## src/verilog/ssr_pkg.sv

```systemverilog
// constants, types and record layout for the state group reader
// assumes a byte stream transport around it and one sys_clk domain
package ssr_pkg;

  // ************************************************************
  // request and response framing
  // ************************************************************
  localparam int          REQ_BYTES         = 4;      // handle lo, handle hi, mask, reserved
  localparam logic [1:0]  REQ_IDX_HANDLE_LO = 2'h0;
  localparam logic [1:0]  REQ_IDX_HANDLE_HI = 2'h1;
  localparam logic [1:0]  REQ_IDX_MASK      = 2'h2;
  localparam logic [1:0]  REQ_IDX_LAST      = 2'h3;   // reserved byte, ignored
  localparam logic [1:0]  REC_IDX_OP        = 2'h0;
  localparam logic [1:0]  REC_IDX_CUR       = 2'h1;
  localparam logic [1:0]  REC_IDX_PRIOR     = 2'h2;
  localparam logic [1:0]  REC_IDX_LAST      = 2'h3;   // last event state
  localparam int          MAX_SETS          = 8;
  localparam logic [3:0]  SET_COUNT_MIN     = 4'h1;
  localparam logic [3:0]  SET_COUNT_MAX     = 4'h8;
  localparam logic [2:0]  SET_IDX_MAX       = 3'h7;
  localparam int          FIFO_DEPTH        = 8;
  localparam int          BYTE_W            = 8;

  // ************************************************************
  // result codes and reserved handles
  // ************************************************************
  localparam logic [7:0]  RESULT_SUCCESS        = 8'h00;
  localparam logic [7:0]  UNKNOWN_HANDLE_ERROR  = 8'h80;
  localparam logic [15:0] HANDLE_RSVD_LO        = 16'h0000;
  localparam logic [15:0] HANDLE_RSVD_HI        = 16'hffff;
  localparam logic [7:0]  STATE_RESET           = 8'h00;

  // responder sequencing
  typedef enum logic [1:0] {
    ST_REQ,
    ST_STATUS,
    ST_COUNT,
    ST_RECORD
  } ssr_state_e;

  // one per-sensor state record, sent in field order
  typedef struct packed {
    logic [7:0] operational_condition;
    logic [7:0] current_state;
    logic [7:0] prior_state;
    logic [7:0] last_event_state;
  } ssr_record_s;

endpackage

```

## src/verilog/ssr_fifo.sv

```systemverilog
// small flip-flop fifo with valid/ready on both sides
// assumes both sides on sys_clk; rst is synchronous, active high
`timescale 1ns/1ns
module ssr_fifo #(
  parameter int WIDTH = 8,
  parameter int DEPTH = 8
) (
  input  wire logic             sys_clk,
  input  wire logic             rst,
  input  wire logic             in_valid,
  output logic                  in_ready,
  input  wire logic [WIDTH-1:0] in_data,
  output logic                  out_valid,
  input  wire logic             out_ready,
  output logic      [WIDTH-1:0] out_data
);

  localparam int AW = $clog2(DEPTH);

  logic [WIDTH-1:0] mem_reg [DEPTH];
  logic [AW-1:0]    wr_ptr_reg;
  logic [AW-1:0]    rd_ptr_reg;
  logic [AW:0]      fill_reg;
  logic             push;
  logic             pop;

  // ************************************************************
  // flags and handshakes
  // ************************************************************
  assign in_ready  = (fill_reg != (AW+1)'(DEPTH));
  assign out_valid = (fill_reg != '0);
  assign push      = in_valid & in_ready;
  assign pop       = out_valid & out_ready;
  assign out_data  = mem_reg[rd_ptr_reg];   // storage is flops

  // storage write, no reset needed on data
  always_ff @(posedge sys_clk) begin
    if (push) begin
      mem_reg[wr_ptr_reg] <= in_data;
    end
  end

  // pointers wrap at depth; depth is a power of two
  always_ff @(posedge sys_clk) begin
    if (rst) begin
      wr_ptr_reg <= '0;
      rd_ptr_reg <= '0;
      fill_reg   <= '0;
    end else begin
      if (push) wr_ptr_reg <= wr_ptr_reg + 1'b1;
      if (pop)  rd_ptr_reg <= rd_ptr_reg + 1'b1;
      if (push && !pop) fill_reg <= fill_reg + 1'b1;
      else if (pop && !push) fill_reg <= fill_reg - 1'b1;
    end
  end

endmodule // ssr_fifo

```

## src/verilog/ssr_reader.sv

```systemverilog
// responder for the read state group command: parses a 4-byte request,
// streams result status, set count and the state records through a fifo
// assumes request bytes and sensor inputs come from logic on sys_clk
`timescale 1ns/1ns

// Function
// - one handle groups several sensors; one request returns all their readings
// - response carries one to eight state records back to back
// - records go out in ascending sensor offset order from offset 0
// - record count and order per handle never depend on sensor condition
// - handles 0x0000 and 0xffff are reserved, never assigned nor used
// - rearm mask bit n maps to sensor at offset n
// - mask bits below the set count rearm their sensor when one
// - response opens with result status; 0x80 marks unknown handle
// - set count byte follows status, value 1 through 8
// - exactly set count records follow the count byte
// - each record reports operational condition, current and event state
// - record is operational, current, prior, last event bytes in order
// - prior state updates when a new assessment differs from current
// - unknown prior state is reported equal to current state
// - last event state holds newest assessed state that raised an event
module ssr_reader (
  input  wire logic                 sys_clk,
  input  wire logic                 rst,
  input  wire logic [15:0]          cfg_handle,
  input  wire logic [3:0]           cfg_set_count,
  input  wire logic                 req_valid,
  output logic                      req_ready,
  input  wire logic [7:0]           req_data,
  output logic                      rsp_valid,
  input  wire logic                 rsp_ready,
  output logic      [7:0]           rsp_data,
  input  wire logic [7:0][7:0]      sense_op,
  input  wire logic [7:0]           sense_valid,
  input  wire logic [7:0][7:0]      sense_state,
  input  wire logic [7:0]           sense_event,
  input  wire logic [7:0]           sensor_init,
  output logic      [7:0]           rearm_pulse,
  output logic                      busy
);

  ssr_pkg::ssr_state_e  state_reg;
  ssr_pkg::ssr_state_e  state_next;
  ssr_pkg::ssr_record_s rec_reg [ssr_pkg::MAX_SETS];
  logic [7:0]           known_reg;
  logic [1:0]           req_idx_reg;
  logic [7:0]           handle_lo_reg;
  logic [7:0]           mask_reg;
  logic                 match_reg;
  logic [3:0]           resp_count_reg;
  logic [2:0]           set_idx_reg;
  logic [1:0]           byte_idx_reg;
  logic [7:0]           rearm_pulse_reg;
  logic                 fifo_ready;
  logic                 fifo_valid;
  logic [7:0]           fifo_byte;
  logic                 push_ok;
  logic                 req_take;
  logic                 req_done;
  logic [15:0]          req_handle;
  logic                 handle_legal;
  logic                 handle_match;
  logic [3:0]           eff_count;
  logic [8:0]           count_onehot;
  logic [8:0]           count_mask9;
  logic [7:0]           count_mask;
  logic [2:0]           last_set;
  logic                 rec_last;
  ssr_pkg::ssr_record_s cur_rec;
  logic [7:0]           rec_byte;

  // ************************************************************
  // request decode
  // ************************************************************
  // the set count is clamped so a bad strap never breaks framing
  assign eff_count    = (cfg_set_count < ssr_pkg::SET_COUNT_MIN) ? ssr_pkg::SET_COUNT_MIN :
                        (cfg_set_count > ssr_pkg::SET_COUNT_MAX) ? ssr_pkg::SET_COUNT_MAX :
                        cfg_set_count;
  assign count_onehot = 9'h001 << eff_count;
  assign count_mask9  = count_onehot - 9'h001;
  assign count_mask   = count_mask9[7:0];
  assign req_ready    = (state_reg == ssr_pkg::ST_REQ);
  assign req_take     = req_valid & req_ready;
  assign req_done     = req_take & (req_idx_reg == ssr_pkg::REQ_IDX_LAST);
  assign req_handle   = {req_data, handle_lo_reg};
  // a reserved handle is never ours, even if strapped that way
  assign handle_legal = (cfg_handle != ssr_pkg::HANDLE_RSVD_LO) &&
                        (cfg_handle != ssr_pkg::HANDLE_RSVD_HI);
  assign handle_match = handle_legal && (req_handle == cfg_handle);

  // request byte capture; reserved byte is accepted and dropped
  always_ff @(posedge sys_clk) begin
    if (rst) begin
      req_idx_reg   <= 2'h0;
      handle_lo_reg <= 8'h00;
      mask_reg      <= 8'h00;
      match_reg     <= 1'b0;
    end else if (req_take) begin
      req_idx_reg <= req_idx_reg + 2'h1;
      if (req_idx_reg == ssr_pkg::REQ_IDX_HANDLE_LO) handle_lo_reg <= req_data;
      if (req_idx_reg == ssr_pkg::REQ_IDX_HANDLE_HI) match_reg <= handle_match;
      if (req_idx_reg == ssr_pkg::REQ_IDX_MASK)      mask_reg  <= req_data;
    end
  end

  // rearm is one pulse per accepted request to our handle, masked to the live sets
  always_ff @(posedge sys_clk) begin
    if (rst) begin
      rearm_pulse_reg <= 8'h00;
    end else if (req_done && match_reg) begin
      rearm_pulse_reg <= mask_reg & count_mask;
    end else begin
      rearm_pulse_reg <= 8'h00;
    end
  end
  assign rearm_pulse = rearm_pulse_reg;

  // ************************************************************
  // per-sensor state tracking
  // ************************************************************
  generate
    for (genvar i = 0; i < ssr_pkg::MAX_SETS; i++) begin : g_sensor
      // prior takes current on a real change of assessed state and on sensor init
      always_ff @(posedge sys_clk) begin
        if (rst) begin
          rec_reg[i]   <= '{default: ssr_pkg::STATE_RESET};
          known_reg[i] <= 1'b0;
        end else begin
          rec_reg[i].operational_condition <= sense_op[i];
          if (sensor_init[i]) begin
            known_reg[i]           <= 1'b0;
            rec_reg[i].prior_state <= rec_reg[i].current_state;
          end else if (sense_valid[i]) begin
            known_reg[i]             <= 1'b1;
            rec_reg[i].current_state <= sense_state[i];
            if (!known_reg[i]) begin
              rec_reg[i].prior_state <= sense_state[i];
            end else if (sense_state[i] != rec_reg[i].current_state) begin
              rec_reg[i].prior_state <= rec_reg[i].current_state;
            end
          end
          // a sample dropped by a same-cycle init must not leave an event behind
          if (sense_valid[i] && sense_event[i] && !sensor_init[i]) begin
            rec_reg[i].last_event_state <= sense_state[i];
          end
        end
      end
    end
  endgenerate

  // ************************************************************
  // response sequencing
  // ************************************************************
  assign last_set = resp_count_reg[2:0] - 3'h1;
  assign rec_last = (set_idx_reg == last_set) && (byte_idx_reg == ssr_pkg::REC_IDX_LAST);
  assign cur_rec  = rec_reg[set_idx_reg];
  assign rec_byte = (byte_idx_reg == ssr_pkg::REC_IDX_OP)    ? cur_rec.operational_condition :
                    (byte_idx_reg == ssr_pkg::REC_IDX_CUR)   ? cur_rec.current_state :
                    (byte_idx_reg == ssr_pkg::REC_IDX_PRIOR) ? cur_rec.prior_state :
                    cur_rec.last_event_state;
  assign push_ok  = fifo_valid & fifo_ready;

  // byte offered to the fifo in each response state
  always_comb begin
    fifo_valid = 1'b1;
    fifo_byte  = 8'h00;
    state_next = state_reg;
    case (state_reg)
      ssr_pkg::ST_REQ: begin
        fifo_valid = 1'b0;
        if (req_done) state_next = ssr_pkg::ST_STATUS;
      end
      ssr_pkg::ST_STATUS: begin
        fifo_byte = match_reg ? ssr_pkg::RESULT_SUCCESS
                              : ssr_pkg::UNKNOWN_HANDLE_ERROR;
        if (fifo_ready) state_next = match_reg ? ssr_pkg::ST_COUNT : ssr_pkg::ST_REQ;
      end
      ssr_pkg::ST_COUNT: begin
        fifo_byte = {4'h0, resp_count_reg};
        if (fifo_ready) state_next = ssr_pkg::ST_RECORD;
      end
      ssr_pkg::ST_RECORD: begin
        fifo_byte = rec_byte;
        if (fifo_ready && rec_last) state_next = ssr_pkg::ST_REQ;
      end
      default: begin
        fifo_valid = 1'b0;
        state_next = ssr_pkg::ST_REQ;
      end
    endcase
  end

  // count is frozen per response so framing never changes mid-stream
  always_ff @(posedge sys_clk) begin
    if (rst) begin
      state_reg      <= ssr_pkg::ST_REQ;
      resp_count_reg <= ssr_pkg::SET_COUNT_MIN;
      set_idx_reg    <= 3'h0;
      byte_idx_reg   <= 2'h0;
    end else begin
      state_reg <= state_next;
      if (req_done) begin
        resp_count_reg <= eff_count;
        set_idx_reg    <= 3'h0;
        byte_idx_reg   <= 2'h0;
      end else if (state_reg == ssr_pkg::ST_RECORD && push_ok) begin
        byte_idx_reg <= byte_idx_reg + 2'h1;
        if (byte_idx_reg == ssr_pkg::REC_IDX_LAST) set_idx_reg <= set_idx_reg + 3'h1;
      end
    end
  end

  assign busy = (state_reg != ssr_pkg::ST_REQ);

  // ************************************************************
  // response buffer
  // ************************************************************
  // a stalled drain side backs up into the sequencer, never drops bytes
  ssr_fifo #(
    .WIDTH (ssr_pkg::BYTE_W),
    .DEPTH (ssr_pkg::FIFO_DEPTH)
  ) u_rsp_fifo (
    .sys_clk   (sys_clk),
    .rst       (rst),
    .in_valid  (fifo_valid),
    .in_ready  (fifo_ready),
    .in_data   (fifo_byte),
    .out_valid (rsp_valid),
    .out_ready (rsp_ready),
    .out_data  (rsp_data)
  );

endmodule // ssr_reader

```

## config.mk

```make
export PLATFORM = sky130hd
export DESIGN_NAME = ssr_reader
export DESIGN_NICKNAME = d
export VERILOG_FILES = /design/src/verilog/ssr_pkg.sv /design/src/verilog/ssr_fifo.sv /design/src/verilog/ssr_reader.sv
export SDC_FILE = /design/constraint.sdc
export NUM_CORES = 1
export LEC_CHECK = 0
export BUFFER_PORTS_ARGS = -buffer_cell sky130_fd_sc_hd__buf_2
export CAP_MARGIN = 10
export CORE_MARGIN = 2
export CORE_UTILIZATION = 40
export CTS_CLUSTER_SIZE = 14
export DETAILED_ROUTE_END_ITERATION = 12
export PLACE_DENSITY_LB_ADDON = 0.3
export SYNTH_ARGS = -nofsm -noshare
export SYNTH_HDL_FRONTEND = slang
export SYNTH_SLANG_ARGS = --single-unit
```

## constraint.sdc

```tcl
create_clock -name sys_clk -period 2.85 [get_ports sys_clk]
set_clock_uncertainty 0.05 [all_clocks]
set_input_delay 0 -clock sys_clk [delete_from_list [all_inputs] [get_ports sys_clk]]
set_output_delay 0 -clock sys_clk [all_outputs]
set_load 0.01 [all_outputs]
```

==> run metrics <==
Post-Syn Nets 1501; core area 43200 sq um; CTS clk-pin slew, worst paths 0.06 ns; critical path type flop to flop; Yosys warnings 0; global-route wire length before repair 72900 microns; Post-DRT Antenna Nets 0; total power draw 14.2 mW; initial core utilization 40.7%; global route overflow 0; DPL Wire Length 34700 microns; I/O Pins 203; endpoints failing hold 0; setup bufs post-CTS 0; predominant post-synthesis flop cell edfxtp_1; share of cells above drive strength 1 22.7%; Final TNS setup 0 ns; Gate Count Post-Synth 1300; Sink Count 382; GP Congestion 0.881; worst slack at placement 0.224 ns; CP Launch Type flop; Die Y 214 microns; worst slew pin tran 1.05 ns; pwr/cell area 630 nW/um^2; fillers 3682; total CTS buffers 44; Synth cell types 61; vias in the first global route 12600; leakage power total 8.72 nW; Syn Area/Cell 13.5 sq um; crit-path max FO 5; final WL 48400 microns; number of port buffers 202; ratio of final minimum period to clock period 91.9%; Synth top area share 43.8%; Period minus WS final 2.62 ns; max reg flops 256; CP endpoint kind flop; Max transition margin 29.5%; max-slew violations 0; Min Hold Slack 0.0397 ns; fmax 0.382 GHz; Worst Path Arrival 3.04 ns; CTS H-Tree Depth 2; worst-skew pair later-pin latency 0.56 ns; DR iter-0 viols 1048; Commonest cells post-synth 256 x edfxtp_1, 126 x dfxtp_1, 83 x nand2_1; largest net degree at the start of global routing 103; vias per inst 5.35; fin worst setup slack 0.231 ns; synthesized area 17600 sq um; GRT Util Overall 21.4%; RSZ-0062 raised after global routing no; clk root buf clkbuf_16; die extent in x 214 microns; Setup-failing EPs final 0; most frequent cell after synthesis edfxtp_1; DRT Pass-1 Iters 5; Hold Path Class input port to flop; ys async rst share 0%; outcome complete, no violations; worst path required time 3.27 ns; initial antenna violation count 0; drt drc 0; diode count 0; vias 12400; CTS tree yes; post-synth top area cell edfxtp_1; Routed wire per std cell 20.8 microns; synthesized flop and latch total 382; Max rail drop VDD 0.000373 V; register area share after synthesis 58.1%; EDFF count, synth 256; Worst Hold Depth 3; maxcap violations 0; P&R area growth vs syn 28.2%; die area 45600 sq um; dominant cells by area after synthesis edfxtp_1 44%, dfxtp_1 14%, mux4_2 8.0%; Row Count 76; FF-to-FF path depth 10; maximum clock path buffer count 3; nets 1902
## report_power, final
group          internal, mW  switching, mW  leakage [nW]  total, mW
registers              6.33          0.321          3.69       6.65
logic                  1.00          0.955          4.34       1.96
clock network          3.35           2.23         0.693       5.58
## cells by family (layout without fill, tap and decap cells)
kind of cell	after synthesis	after routing	synth area share (%)
buffers and inverters	79	514	2.48
flip-flops	382	382	58.1
multiplexers	103	103	12.0
XOR/XNOR	94	94	4.77
other	1	1	0.0214
adder cells (fa/ha/maj)	17	17	1.25
AO/OA/AOI/OAI	190	190	7.67
AND/OR/NAND/NOR	434	434	13.7
## worst max-delay path: stages (launching register included)
cell and delay, ns:
dfxtp_1 0.37, or4_1 0.57, nand2_2 0.12, ha_1 0.18, inv_1 0.08, ha_1 0.28
a21o_1 0.18, a21oi_1 0.17, xnor2_1 0.09, or3_1 0.31, a21oi_1 0.15
## timing repair
| action | CTS | global route |
|---|---|---|
| endpoints found under the setup margin | 0 | 9 |
| endpoints found under the hold margin | 372 | 0 |
| gates resized for setup | 0 | 2 |
| hold buffers | 180 | 0 |
## worst paths after layout
check | slack (ns) | startpoint | endpoint
max | 0.23 | u_rsp_fifo.fill_reg[0] | u_rsp_fifo.fill_reg[3]
min | 0.04 | sensor_init[3] | rec_reg[3][2]
max reg2reg | 0.23 | u_rsp_fifo.fill_reg[0] | u_rsp_fifo.fill_reg[3]
min reg2reg | 0.40 | mask_reg[2] | mask_reg[2]
## cell type report
cell class	count	area, sq um	area share (%)
timing repair buffer	415	3140	13.9
sequential	382	10200	45.4
multi-input combinational	839	6930	30.8
tap	585	732	3.25
clock inverter	30	289	1.28
inverter	19	71.3	0.317
clock buffer	50	1140	5.08
## through the flow
step	area, sq um	std cells	util, %
2_1_floorplan	17600	1300	-
4_1_cts	22500	2320	52.1
6_report	22500	2320	52.2
5_1_grt	22500	2320	52.2
3_3_place_gp	19300	2060	44.6
3_5_place_dp	19300	2060	44.6
## cells in the final DEF (no fill, tap or decap), drive strengths merged, types with 7 or more instances in the layout
master       instances
mux2                 8
nand2b              11
edfxtp             256
nand4               21
xor2                24
nor3                21
dfxtp              126
clkbuf              50
a31o                10
xnor2               69
nor4                 9
nor2                57
dlygate4sd3        180
a22o                56
and2                58
nand3                7
o21ai               14
mux2i               15
buf                235
mux4                80
clkinv              17
a22oi               11
and3                82
nor2b               69
nand2               83
ha                  16
a221oi              10
a21oi               62
inv                 22
## layer usage
layer	GRT usage, %	vias up	routed length (microns)	share of wire, %
li1	-	5743	-	-
met1	28.0	6065	20000	41
met2	35.3	494	23000	48
met3	4.00	105	3490	7.2
met4	8.50	0	1800	3.7
met5	0	-	0	0
Note: power is estimated with default switching activity, not from simulation.
